[config.mk]
export PLATFORM = sky130hd
export DESIGN_NAME = lfc_frame_clock
export DESIGN_NICKNAME = d
export VERILOG_FILES = /design/src/include/lfc_pkg.sv /design/src/verilog/lfc_frame_clock.sv
export VERILOG_INCLUDE_DIRS = /design/src /design/src/include
export SDC_FILE = /design/constraint.sdc
export NUM_CORES = 1
export LEC_CHECK = 0
export ABC_AREA = 1
export BUFFER_PORTS_ARGS = -buffer_cell sky130_fd_sc_hd__buf_4
export CAP_MARGIN = 20
export CORE_ASPECT_RATIO = 0.8
export CORE_MARGIN = 1.5
export CORE_UTILIZATION = 30
export DETAILED_ROUTE_END_ITERATION = 10
export GPL_ROUTABILITY_DRIVEN = 0
export PLACE_DENSITY = 0.63
export SETUP_SLACK_MARGIN = 0.15
export SLEW_MARGIN = 15
export SYNTH_ARGS = -nofsm -noshare
export SYNTH_HDL_FRONTEND = slang
export SYNTH_SLANG_ARGS = --single-unit
[constraint.sdc]
create_clock -name i_clk -period 1.7 [get_ports i_clk]
set_input_delay 0.085 -clock i_clk [delete_from_list [all_inputs] [get_ports i_clk]]
set_output_delay 0.085 -clock i_clk [all_outputs]
set_load 0.01 [all_outputs]
[src/include/lfc_defines.svh]
// lcd frame clock and contrast: offsets, fields, reset values
// assumes inclusion by bare name from the design file
`ifndef LFC_DEFINES_SVH
`define LFC_DEFINES_SVH
`define LFC_ADDR_FRAME_RATE 4'h0
`define LFC_ADDR_CONTRAST   4'h4
`define LFC_ADDR_CONTROL    4'h8
`define LFC_ADDR_STATUS     4'hc
`define LFC_FRR_MASK        8'h77
`define LFC_CCR_MASK        8'h0f
`define LFC_CTL_MASK        8'h31
`define LFC_RESET_BYTE      8'h00
`define LFC_K_THIRD         4'h6
`define LFC_K_OTHER         4'h8
`define LFC_DUTY_THIRD      2'h2
`define LFC_RESP_OKAY       2'h0
`define LFC_RESP_SLVERR     2'h2
`endif

[src/include/lfc_pkg.sv]
// lcd frame clock and contrast: shared types
// assumes lfc_defines.svh on the include path
package lfc_pkg;
  typedef logic [11:0] lfc_tap_t;
  typedef logic [3:0]  lfc_code_t;
endpackage

[src/verilog/lfc_frame_clock.sv]
// lcd frame timing, contrast latch and axi4-lite register slave
// assumes i_ext_clk_tick synchronous one-cycle ticks of the external clock
`include "lfc_defines.svh"
`timescale 1ns/1ps
`default_nettype none
module lfc_frame_clock
  import lfc_pkg::*;
(
  // clock and reset
  input  wire logic        i_clk,
  input  wire logic        i_rst,
  // external source clock tick
  input  wire logic        i_ext_clk_tick,
  // axi4-lite write address, data and response
  input  wire logic        s_axi_awvalid,
  output logic             s_axi_awready,
  input  wire logic [3:0]  s_axi_awaddr,
  input  wire logic        s_axi_wvalid,
  output logic             s_axi_wready,
  input  wire logic [31:0] s_axi_wdata,
  input  wire logic [3:0]  s_axi_wstrb,
  output logic             s_axi_bvalid,
  input  wire logic        s_axi_bready,
  output logic [1:0]       s_axi_bresp,
  // axi4-lite read
  input  wire logic        s_axi_arvalid,
  output logic             s_axi_arready,
  input  wire logic [3:0]  s_axi_araddr,
  output logic             s_axi_rvalid,
  input  wire logic        s_axi_rready,
  output logic [31:0]      s_axi_rdata,
  output logic [1:0]       s_axi_rresp,
  // lcd side
  output logic             o_frame_clk_tick,
  output logic             o_frame_start,
  output logic [3:0]       o_contrast_code
);

  ////////////////////////////////////////////////////////////////////////////
  // last count of each tap: n minus one, so divide by 4096 fits 12 bits
  function automatic lfc_tap_t tap_last(input logic [2:0] sel);
    unique case (sel)
      3'd0: tap_last = 12'd15;
      3'd1: tap_last = 12'd63;
      3'd2: tap_last = 12'd127;
      3'd3: tap_last = 12'd255;
      3'd4: tap_last = 12'd511;
      3'd5: tap_last = 12'd1023;
      3'd6: tap_last = 12'd2047;
      3'd7: tap_last = 12'd4095;
    endcase
  endfunction

  ////////////////////////////////////////////////////////////////////////////
  logic [7:0]  frame_rate_setting;
  logic [7:0]  contrast_setting;
  logic [7:0]  control;
  logic        aw_held;
  logic        w_held;
  logic [3:0]  aw_addr;
  logic [31:0] w_data;
  logic        w_lane0;
  logic [12:0] pre_cnt;
  logic [2:0]  div_cnt;
  logic [3:0]  k_cnt;
  logic        frame_clk_tick;
  logic        frame_start;
  logic [3:0]  contrast_code;
  logic [7:0]  next_frame_rate_setting;
  logic [7:0]  next_contrast_setting;
  logic [7:0]  next_control;
  logic        next_aw_held;
  logic        next_w_held;
  logic [3:0]  next_aw_addr;
  logic [31:0] next_w_data;
  logic        next_w_lane0;
  logic        next_bvalid;
  logic [1:0]  next_bresp;
  logic        next_rvalid;
  logic [31:0] next_rdata;
  logic [1:0]  next_rresp;
  logic [12:0] next_pre_cnt;
  logic [2:0]  next_div_cnt;
  logic [3:0]  next_k_cnt;
  logic        next_frame_clk_tick;
  logic        next_frame_start;
  logic [3:0]  next_contrast_code;
  logic        next_awready;
  logic        next_wready;
  logic        next_arready;
  logic        src_tick;
  logic [12:0] n_last;
  logic [3:0]  k_last;

  ////////////////////////////////////////////////////////////////////////////
  // register slave
  always_comb
  begin
    next_frame_rate_setting = frame_rate_setting;
    next_contrast_setting   = contrast_setting;
    next_control            = control;
    next_aw_held            = aw_held;
    next_w_held             = w_held;
    next_aw_addr            = aw_addr;
    next_w_data             = w_data;
    next_w_lane0            = w_lane0;
    next_bvalid             = s_axi_bvalid;
    next_bresp              = s_axi_bresp;
    next_rvalid             = s_axi_rvalid;
    next_rdata              = s_axi_rdata;
    next_rresp              = s_axi_rresp;
    if (s_axi_awvalid && s_axi_awready)
    begin
      next_aw_held = 1'b1;
      next_aw_addr = s_axi_awaddr;
    end
    if (s_axi_wvalid && s_axi_wready)
    begin
      next_w_held  = 1'b1;
      next_w_data  = s_axi_wdata;
      next_w_lane0 = s_axi_wstrb[0];
    end
    if (aw_held && w_held && !s_axi_bvalid)
    begin
      next_aw_held = 1'b0;
      next_w_held  = 1'b0;
      next_bvalid  = 1'b1;
      next_bresp   = `LFC_RESP_OKAY;
      unique case (aw_addr)
        `LFC_ADDR_FRAME_RATE:
          if (w_lane0)
            next_frame_rate_setting = w_data[7:0] & `LFC_FRR_MASK;
        `LFC_ADDR_CONTRAST:
          if (w_lane0)
            next_contrast_setting = w_data[7:0] & `LFC_CCR_MASK;
        `LFC_ADDR_CONTROL:
          if (w_lane0)
            next_control = w_data[7:0] & `LFC_CTL_MASK;
        `LFC_ADDR_STATUS:
          next_bresp = `LFC_RESP_OKAY;
        default:
          next_bresp = `LFC_RESP_SLVERR;
      endcase
    end
    if (s_axi_bvalid && s_axi_bready)
      next_bvalid = 1'b0;
    if (s_axi_rvalid && s_axi_rready)
      next_rvalid = 1'b0;
    if (s_axi_arvalid && s_axi_arready)
    begin
      next_rvalid = 1'b1;
      next_rresp  = `LFC_RESP_OKAY;
      next_rdata  = 32'h0000_0000;
      unique case (s_axi_araddr)
        `LFC_ADDR_FRAME_RATE: next_rdata[7:0] = frame_rate_setting;
        `LFC_ADDR_CONTRAST:   next_rdata[7:0] = contrast_setting;
        `LFC_ADDR_CONTROL:    next_rdata[7:0] = control;
        `LFC_ADDR_STATUS:     next_rdata[3:0] = contrast_code;
        default:              next_rresp      = `LFC_RESP_SLVERR;
      endcase
    end
    // readies from next state: one write and one read in flight
    next_awready = !next_aw_held && !next_bvalid;
    next_wready  = !next_w_held && !next_bvalid;
    next_arready = !next_rvalid;
  end

  always_ff @(posedge i_clk or posedge i_rst)
  begin
    if (i_rst)
    begin
      frame_rate_setting <= `LFC_RESET_BYTE;
      contrast_setting   <= `LFC_RESET_BYTE;
      control            <= `LFC_RESET_BYTE;
      aw_held            <= 1'b0;
      w_held             <= 1'b0;
      aw_addr            <= 4'h0;
      w_data             <= 32'h0000_0000;
      w_lane0            <= 1'b0;
      s_axi_bvalid       <= 1'b0;
      s_axi_bresp        <= 2'h0;
      s_axi_rvalid       <= 1'b0;
      s_axi_rdata        <= 32'h0000_0000;
      s_axi_rresp        <= 2'h0;
      s_axi_awready      <= 1'b1;
      s_axi_wready       <= 1'b1;
      s_axi_arready      <= 1'b1;
    end
    else
    begin
      frame_rate_setting <= next_frame_rate_setting;
      contrast_setting   <= next_contrast_setting;
      control            <= next_control;
      aw_held            <= next_aw_held;
      w_held             <= next_w_held;
      aw_addr            <= next_aw_addr;
      w_data             <= next_w_data;
      w_lane0            <= next_w_lane0;
      s_axi_bvalid       <= next_bvalid;
      s_axi_bresp        <= next_bresp;
      s_axi_rvalid       <= next_rvalid;
      s_axi_rdata        <= next_rdata;
      s_axi_rresp        <= next_rresp;
      s_axi_awready      <= next_awready;
      s_axi_wready       <= next_wready;
      s_axi_arready      <= next_arready;
    end
  end

  ////////////////////////////////////////////////////////////////////////////
  // frame timing
  always_comb
  begin
    src_tick = control[0] ? i_ext_clk_tick : 1'b1;
    n_last = {1'b0, tap_last(frame_rate_setting[6:4])};
    k_last = (control[5:4] == `LFC_DUTY_THIRD) ? `LFC_K_THIRD - 4'd1
                                               : `LFC_K_OTHER - 4'd1;
    next_pre_cnt        = pre_cnt;
    next_div_cnt        = div_cnt;
    next_k_cnt          = k_cnt;
    next_frame_clk_tick = 1'b0;
    next_frame_start    = 1'b0;
    next_contrast_code  = contrast_code;
    if (src_tick)
    begin
      if (pre_cnt >= n_last)
      begin
        next_pre_cnt = 13'd0;
        if (div_cnt >= frame_rate_setting[2:0])
        begin
          next_div_cnt        = 3'd0;
          next_frame_clk_tick = 1'b1;
          if (k_cnt >= k_last)
          begin
            next_k_cnt = 4'd0;
            next_frame_start = 1'b1;
            next_contrast_code = contrast_setting[3:0];
          end
          else
            next_k_cnt = k_cnt + 4'd1;
        end
        else
          next_div_cnt = div_cnt + 3'd1;
      end
      else
        next_pre_cnt = pre_cnt + 13'd1;
    end
  end

  always_ff @(posedge i_clk or posedge i_rst)
  begin
    if (i_rst)
    begin
      pre_cnt        <= 13'd0;
      div_cnt        <= 3'd0;
      k_cnt          <= 4'd0;
      frame_clk_tick <= 1'b0;
      frame_start    <= 1'b0;
      contrast_code  <= 4'h0;
    end
    else
    begin
      pre_cnt        <= next_pre_cnt;
      div_cnt        <= next_div_cnt;
      k_cnt          <= next_k_cnt;
      frame_clk_tick <= next_frame_clk_tick;
      frame_start    <= next_frame_start;
      contrast_code  <= next_contrast_code;
    end
  end

  assign o_frame_clk_tick = frame_clk_tick;
  assign o_frame_start    = frame_start;
  assign o_contrast_code  = contrast_code;

endmodule
`default_nettype wire
Yosys cells after proc, flatten, opt, wreduce, memory -nomap -nowiden. Memory sizes are Yosys's and may differ from the RTL's. Index checks and enable logic that the tools add are counted.

Flip-flop bits (word level): 70. ROM bits: 64. Bits of input ports: 52. Output and inout port bits: 47. Word-level logic and storage cells: 84. Memories kept: 1.

Memories: (name not given) (depth 8, width 8, rd ports 1, clocked after Yosys merged registers in 0, write ports 0, line lfc_frame_clock.sv:42) `unique case (sel)`.

$add $sub $neg: 3. Order comparisons: 3. Eq/ne operators: 7. Muxes and demuxes: 24. Reductions and logical operators: 24.

Operators by type and width (count): == test 4 bit (second input constant) (4); 2-to-1 mux 1 bit (16); one-hot mux 4 bit (4 select lines) (1); adder 13 x 1 -> 13 bit (second input constant) (1); >= comparator 13 x 12 -> 1 bit (1); 2-to-1 mux 13 bit (1); AND reduction 3 bit (4); logical AND 1 bit (9); == test 4 x 3 -> 1 bit (second input constant) (2); zero test 4 bit (2); OR reduction 4 bit (2); 2-to-1 mux 2 bit (3); one-hot mux 3 bit (2 select lines) (1); zero test 1 bit (5); adder 4 x 1 -> 4 bit (second input constant) (1); >= comparator 4 x 3 -> 1 bit (1); 2-to-1 mux 4 bit (1); AND reduction 4 bit (1); adder 3 x 1 -> 3 bit (second input constant) (1); >= comparator 3 bit (1); 2-to-1 mux 3 bit (1); == test 2 bit (second input constant) (1); AND reduction 2 bit (1).

Longest topological paths before layout. Gate-level depths: netlist of the first run.

Word-level depth: 7. Mapped depth: 15. Gate-level depth less buffers: 13.

Worst setup path before layout of the first run. OpenSTA, ideal clock, no wires.

Path kind: register -> register. From: register frame_rate_setting[5]. To: register contrast_code[3], in the netlist o_contrast_code[3]. Library setup time: 117 ps. Data arrival time: 1703 ps. Data required time: 1583 ps. Path slack: -120 ps. Stages on the path, launching flop included: 14. Path buffers: 2. Period minus slack after synthesis: 1820 ps. Cell sequence: dfrtp_1 -> clkbuf_2 -> nand3_1 -> ha_1 -> inv_1 -> nor2_1 -> nand2_1 -> nor3_2 -> nand3_2 -> nand2_4 -> buf_12 -> nand3_4 -> nand2_1 -> nand2_1.

Word-level cells in the longest chain between the ends: 3.

Ends and longest elaborated chain: start, declared (line lfc_frame_clock.sv:55) `logic [7:0] frame_rate_setting;`; start signal, assigned (line lfc_frame_clock.sv:172) `` frame_rate_setting <= `LFC_RESET_BYTE; ``; start signal, assigned (line lfc_frame_clock.sv:191) `frame_rate_setting <= next_frame_rate_setting;`; memory (8 x 8 bit); >= comparator 13 x 12 -> 1 bit (line lfc_frame_clock.sv:226) `if (pre_cnt >= n_last)`; AND reduction 4 bit (no source line); end signal, assigned (line lfc_frame_clock.sv:268) `contrast_code <= next_contrast_code;`; end, declared (line lfc_frame_clock.sv:68) `logic [3:0] contrast_code;`.

No other way between the ends. A chain may end at the register's enable or synchronous reset.

Worst setup path in the final report of the first run.
From: register frame_rate_setting[6]. To: register pre_cnt[1].

Word-level cells in the longest chain between the ends: 3.

Ends and longest elaborated chain: memory (8 x 8 bit); >= comparator 13 x 12 -> 1 bit (line lfc_frame_clock.sv:226); 2-to-1 mux 13 bit (line lfc_frame_clock.sv:226); end signal, assigned (line lfc_frame_clock.sv:263) `pre_cnt <= next_pre_cnt;`; end, declared (line lfc_frame_clock.sv:63) `logic [12:0] pre_cnt;`.

No other way between the ends.

==> results of run 1 <==
## flip-flops by register name, indices dropped and copies added, names as in the netlist, 3 cells and up
| name | cells |
|---|---|
| s_axi_rdata | 7 |
| div_cnt | 3 |
| control | 3 |
| w_data | 7 |
| o_contrast_code | 4 |
| k_cnt | 4 |
| frame_rate_setting | 6 |
| pre_cnt | 13 |
| aw_addr | 4 |
| contrast_setting | 4 |
## how the worst min path moves through the flow
stage / endpoint / slack, ns / cells after the start
2_1_floorplan: aw_addr[0]$_DFFE_PP0P_ / 0.19 / 2
3_3_place_gp: s_axi_rdata[0]$_DFFE_PP0P_ / 0.09 / 2
3_5_place_dp: s_axi_rdata[0]$_DFFE_PP0P_ / 0.09 / 2
4_1_cts: w_data[6]$_DFFE_PP0P_ / 0.007 / 4
5_1_grt: w_data[6]$_DFFE_PP0P_ / 0.04 / 4
6_report: s_axi_bvalid$_DFF_PP0_ / 0.01 / 2
## metrics by stage
stage               cells  utilization (%)  total power [mW]  setup TNS [ns]
floorplan             443                -              4.04          -0.172
finish                653             41.3              6.72           -1.82
global route          653             41.3              7.25           -4.63
global placement      621             36.6              4.69          -0.773
detailed placement    621             36.6              4.78           -2.05
CTS                   651             40.6              6.67           -1.20
## cells by family after synthesis
group / count (synthesis) / synth area share, %
buffers and inverters: 84 / 12.5
other: 1 / 0.108
AND/OR/NAND/NOR: 191 / 24.2
XOR/XNOR: 10 / 2.52
flip-flops: 67 / 48.3
adder cells (fa/ha/maj): 13 / 4.68
AO/OA/AOI/OAI: 51 / 7.70
## routing by layer
metal | global-route usage [%] | vias to the layer above | routed length (µm)
li1 | - | 1456 | -
met1 | 18.2 | 1336 | 3720
met2 | 21.3 | 72 | 3430
met3 | 4.70 | 11 | 402
met4 | 4.77 | 0 | 129
met5 | 0 | - | 0
## layout make-up
class | instances | area share (%)
timing repair buffer | 83 | 14.9
inverter | 51 | 4.38
clock inverter | 7 | 1.48
multi-input combinational | 292 | 33.5
clock buffer | 9 | 4.93
sequential | 67 | 36.8
tap | 144 | 3.94
## power groups by stage
stage	clock [mW]	combinational, mW	sequential (mW)
floorplan	0	1.54	2.50
global placement	0	2.15	2.54
detailed placement	0	2.23	2.55
CTS	1.87	2.27	2.54
global route	1.93	2.70	2.62
finish	1.82	2.35	2.55
## timing repair
item,CTS,global route
pin swaps,0,3
hold buffers,14,0
setup endpoints to repair,27,39
endpoints found under the hold margin,24,0
buffers inserted,0,2
gates resized for setup,4,14
## placed cells by master (no fill, tap or decap), types with 9 or more instances in the layout
cell type and instances:
nand2_1 109, buf_4 65, dfrtp_1 61, inv_1 44
nor2_1 35, o21ai_0 30, conb_1 27, nand4_1 14
dlygate4sd3_1 14, ha_1 12, nand3_1 11, clkbuf_16 9
==> implementation parameters, run 1 <==
Parameter                              Value

STA
  Setup violators final ... 24
  Max-slew violation count ... 0
  Final period demand of the worst path ... 1.81 ns
  Achievable Freq ... 551 MHz
  Final worst-path setup slack ... -0.114 ns
  Hold Vio Cnt, Final ... 0
  Unrepaired setup endpoints after global routing ... true
  Final critical-path share of the clock period ... 107%
  Minimum hold slack ... 0.0140 ns
  Clock Skew ... 0.00511 ns

Setup path
  Timing startpoint of the critical path ... frame_rate_setting[6]$_DFFE_PP0P_
  Type of element launching the critical path ... flop
  Number of logic stages on the critical path including buffering ... 11
  Cell chain of the critical path ... inv_1, ha_1, a21oi_1, nor2_1, nor2_1, nand2_1, inv_2, nand2_4, buf_4, buf_6, o21ai_2
  Worst path max stage delay ... 0.42 ns
  Worst Reg-to-Reg Cells ... 11
  Reg-to-reg slack, setup ... -0.11 ns
  Cell with the largest stage delay on the worst path ... dfrtp_2
  Class of the most critical setup path ... flop to flop
  Startpoint of the worst register-to-register path ... frame_rate_setting[6]$_DFFE_PP0P_
  Kind of end point of the critical path ... flop
  Biggest fanout along the worst timing path ... 7
  Largest delay share family, worst path ... buffers and inverters
  R2r endpoint ... pre_cnt[1]$_DFFE_PP0P_
  Arrival time at the worst endpoint ... 2.08 ns
  Required time reported for the critical path endpoint ... 1.96 ns
  Number of buffers and inverters on the critical path ... 4
  Endpoint of the worst setup timing path ... pre_cnt[1]$_DFFE_PP0P_
  Dominant cell type by count on the critical path ... nor2_1

Power and ir drop
  Total power divided by cell area ... 1470 nW/µm²
  Power spent charging and discharging nets ... 2.47 mW
  Worst VDD drop ... 0.790 mV
  Fraction of power consumed by sequential logic ... 37.9%
  Switching share of power ... 36.8%
  Gate power share ... 35.0%
  Design internal power ... 4.25 mW
  Leakage ... 2.33 nW
  Clock network fraction of total power ... 27.1%

Clock network
  Clk slew on worst S/H paths ... 0.06 ns
  Sinks on Clock Net ... 67
  Maximum count of clock buffers along a single path ... 2
  Clock latency reported for the late side of the worst-skew pair ... 0.33 ns
  TritonCTS clock tree ... done
  Num CTS Buffers ... 9
  Buffer cell driving the clock tree root ... clkbuf_16
  Htree depth ... 3

Synthesis
  Fraction of post-synthesis cell area in the top cell type by area ... 46.0%
  Cells after Synth ... 417
  Number of enable flip-flop cells after synthesis ... 0
  Cell area after technology mapping ... 3480 µm²
  Synth area leaders ... dfrtp_1, nand2_1, buf_4, inv_1, o21ai_0
  Synth async-reset ratio ... 100%
  Top FF cell, synth ... dfrtp_1
  Largest area contributor in the synthesized netlist ... dfrtp_1
  Count of different cell masters after synthesis ... 33
  Total of warnings raised by yosys ... 0
  Most numerous cell types in the synthesized netlist ... nand2_1, dfrtp_1, inv_1, nor2_1, o21ai_0
  Yosys reg bits ... 67
  Most common cell in the synthesized netlist ... nand2_1
  Register area share after synthesis ... 48.3%
  Mean cell area of the mapped netlist ... 8.34 µm²

Hold path
  Startpoint of the lowest-slack hold path ... s_axi_bready
  Class of the worst hold path ... input port to flop

Global route
  Number of antenna violations at the first check in global routing ... 0
  Via count of the first global-routing pass ... 2767
  Total overflow reported by the global router ... 0
  Maximum number of pins on one net before global-route repair ... 30
  Global-route wire length before repair ... 13000 µm
  Total GRT Usage ... 13.8%

Placement
  Count of port buffers added during placement ... 43
  Dpl ws ... -0.117 ns
  Detailed placement HPWL ... 5800 µm
  Placed Instance Area ... 4050 µm²

Floorplan
  Die Span Y ... 99.3 µm
  Chip Width ... 123 µm
  Die Outline Area ... 12300 µm²
  I/O pin cnt ... 99
  Initial standard-cell utilization of the core ... 31.4%
  Total number of placement rows ... 34
  Floorplan core area ... 11100 µm²

Run status
  Outcome ... finished with violations
  Violated checks ... negative setup slack

Cells and area
  Fraction of layout cells with a size suffix above 1 ... 23.0%
  Final nets ... 569
  Area added between synthesis and finish ... 31.4%
  Multi-input logic area ... 1530 µm²
  Storage element area ... 1680 µm²
  Number of inserted diodes ... 0
  Fillers ... 1106
  Total non-filler cell area in the finished layout ... 4570 µm²

Detailed routing
  Via Count ... 2875
  Starting DRT DRC Count ... 123
  Final WL ... 7680 µm
  DRC errors left ... 0
  Detail-routed net length per standard cell ... 11.8 µm
  Antenna-violating nets left ... 0
  Total iterations of the first detailed-routing run ... 4
  Vias per Instance ... 4.40

Flow run
  Max-cap check violation count ... 0
Note: power is estimated with default switching activity, not from simulation.
==> run 2: changes to the inputs <==
--- a/config.mk
+++ b/config.mk
@@ -14,9 +14,9 @@
 export CORE_UTILIZATION = 30
 export DETAILED_ROUTE_END_ITERATION = 10
 export GPL_ROUTABILITY_DRIVEN = 0
-export PLACE_DENSITY = 0.63
+export MAX_ROUTING_LAYER = met4
 export SETUP_SLACK_MARGIN = 0.15
-export SLEW_MARGIN = 15
+export SLEW_MARGIN = 20
 export SYNTH_ARGS = -nofsm -noshare
 export SYNTH_HDL_FRONTEND = slang
 export SYNTH_SLANG_ARGS = --single-unit
==> implementation parameters, run 2 (synthesis gave the netlist of run 1 again) <==
Parameter                              Value

Clock network
  Clk slew on worst S/H paths ... 0.05 ns
  TritonCTS clock tree ... done
  Buffer cell driving the clock tree root ... clkbuf_16
  Maximum count of clock buffers along a single path ... 2
  Htree depth ... 3
  Num CTS Buffers ... 9
  Sinks on Clock Net ... 67
  Clock latency reported for the late side of the worst-skew pair ... 0.33 ns

Floorplan
  Floorplan core area ... 11100 µm²
  I/O pin cnt ... 99
  Initial standard-cell utilization of the core ... 31.4%
  Die Span Y ... 99.3 µm
  Chip Width ... 123 µm
  Die Outline Area ... 12300 µm²
  Total number of placement rows ... 34

Power and ir drop
  Total power divided by cell area ... 1500 nW/µm²
  Leakage ... 2.32 nW
  Sum of internal, switching and leakage power ... 6.83 mW
  Worst VDD drop ... 0.819 mV

Run status
  Violated checks ... negative setup slack
  Outcome ... finished with violations

Cells and area
  Register with the most flip-flops ... pre_cnt
  Area added between synthesis and finish ... 30.5%
  Number of inserted diodes ... 0
  Most common cell after layout, fill and taps aside ... nand2_1
  Commonest cells after routing, fill and taps aside ... nand2_1, buf_4, dfrtp_1
  Fraction of layout cells with a size suffix above 1 ... 21.1%
  Fin cells ... 650
  Largest registers ranked by flip-flop count ... pre_cnt x13, s_axi_rdata x7, w_data x7
  Final nets ... 567
  Flip-flop count of the largest register, all copies and words added ... 13

Placement
  Count of port buffers added during placement ... 43
  Dpl cells ... 620
  Detailed placement HPWL ... 5800 µm

Global route
  Total GRT Usage ... 14.3%
  Number of antenna violations at the first check in global routing ... 0
  Total overflow reported by the global router ... 0
  Global-route wire length before repair ... 13200 µm
  Via count of the first global-routing pass ... 2832
  Maximum number of pins on one net before global-route repair ... 26

Setup path
  Required time reported for the critical path endpoint ... 1.91 ns
  Arrival time at the worst endpoint ... 2.03 ns
  Class of the most critical setup path ... flop to flop
  Biggest fanout along the worst timing path ... 7
  Type of element launching the critical path ... flop
  Kind of end point of the critical path ... flop

STA
  Max-slew violation count ... 0
  Final critical-path share of the clock period ... 107%
  Slew margin rel. ... 61.7%
  Slew @ Worst Pin ... 0.574 ns
  Hold Vio Cnt, Final ... 0
  Final period demand of the worst path ... 1.82 ns
  Achievable Freq ... 548 MHz
  Minimum hold slack ... 0.0165 ns
  Setup violators final ... 23
  Unrepaired setup endpoints after global routing ... true
  Clock Skew ... 0.00696 ns
  Final worst-path setup slack ... -0.124 ns

Detailed routing
  Total iterations of the first detailed-routing run ... 4
  Antenna-violating nets left ... 0
  Final WL ... 7770 µm
  DRC errors left ... 0
  Via Count ... 2844
  Vias per Instance ... 4.38
  Starting DRT DRC Count ... 92
  Detail-routed net length per standard cell ... 11.9 µm

Flow run
  Max-cap check violation count ... 0

Hold path
  Class of the worst hold path ... input port to flop
-- run 2: through the flow --
step	worst slack [ns]	TNS, ns	cell area, µm²	utilization [%]
after floorplan	-0.0429	-0.172	3610	-
after global placement	-0.0588	-0.928	4050	36.6
after detailed placement	-0.152	-2.94	4050	36.6
after CTS	-0.106	-1.81	4530	41.0
after global routing	-0.243	-4.88	4540	41.0
final	-0.124	-2.09	4540	41.0
-- run 2: per-layer routing --
metal | routed length, µm | GRT usage (%) | vias to the layer above
li1 | - | - | 1444
met1 | 3790 | 18.6 | 1336
met2 | 3490 | 21.8 | 58
met3 | 439 | 4.47 | 6
met4 | 47 | 3.71 | 0
met5 | 0 | - | -
-- run 2: power breakdown --
part | total, mW | switching (mW) | internal, mW | leakage (nW)
Combinational | 2.32 | 1.36 | 0.960 | 1.30
Sequential | 2.54 | 0.400 | 2.14 | 0.864
Clock | 1.97 | 0.655 | 1.32 | 0.150
Total | 6.83 | 2.42 | 4.41 | 2.32
-- run 2: cell type report --
cell class,instances,area [µm²]
fill,1130,6520
sequential,67,1680
multi-input combinational,292,1510
timing repair buffer,81,656
clock buffer,13,250
inverter,51,203
tap,144,180
clock inverter,2,60.1
-- run 2: path summary, 6_finish.rpt --
path                                                        start                               to  slack [ns]  depth (start not counted)
worst max-delay path            frame_rate_setting[5]$_DFFE_PP0P_           div_cnt[2]$_DFFE_PP0P_       -0.12                         11
worst min-delay path                                 s_axi_bready           s_axi_bvalid$_DFF_PP0_        0.02                          2
worst max register to register  frame_rate_setting[5]$_DFFE_PP0P_           div_cnt[2]$_DFFE_PP0P_       -0.12                         11
worst min register to register             s_axi_rvalid$_DFF_PP0_          s_axi_arready$_DFF_PP1_        0.43                          1
max in group asynchronous                                   i_rst  contrast_setting[1]$_DFFE_PP0P_        0.68                          4
min in group asynchronous                                   i_rst           aw_addr[1]$_DFFE_PP0P_        0.38                          3
-- run 2: what timing repair did --
action | CTS | global route
setup buffers | 1 | 0
resized for setup | 9 | 1
hold buffers | 14 | 0
hold endpoints to repair | 34 | 0
pin swaps | 3 | 0
endpoints found under the setup margin | 26 | 32
-- run 2: critical path, cell delays in order (launching register included) --
cell and delay, ns:
dfrtp_2 0.42, nand3_2 0.12, ha_4 0.28, inv_2 0.04, nor2_4 0.08, nand2_2 0.08
nor3_2 0.14, nand3_2 0.13, nand2_4 0.15, nand2_4 0.11, nand2_1 0.08, o21ai_1 0.07
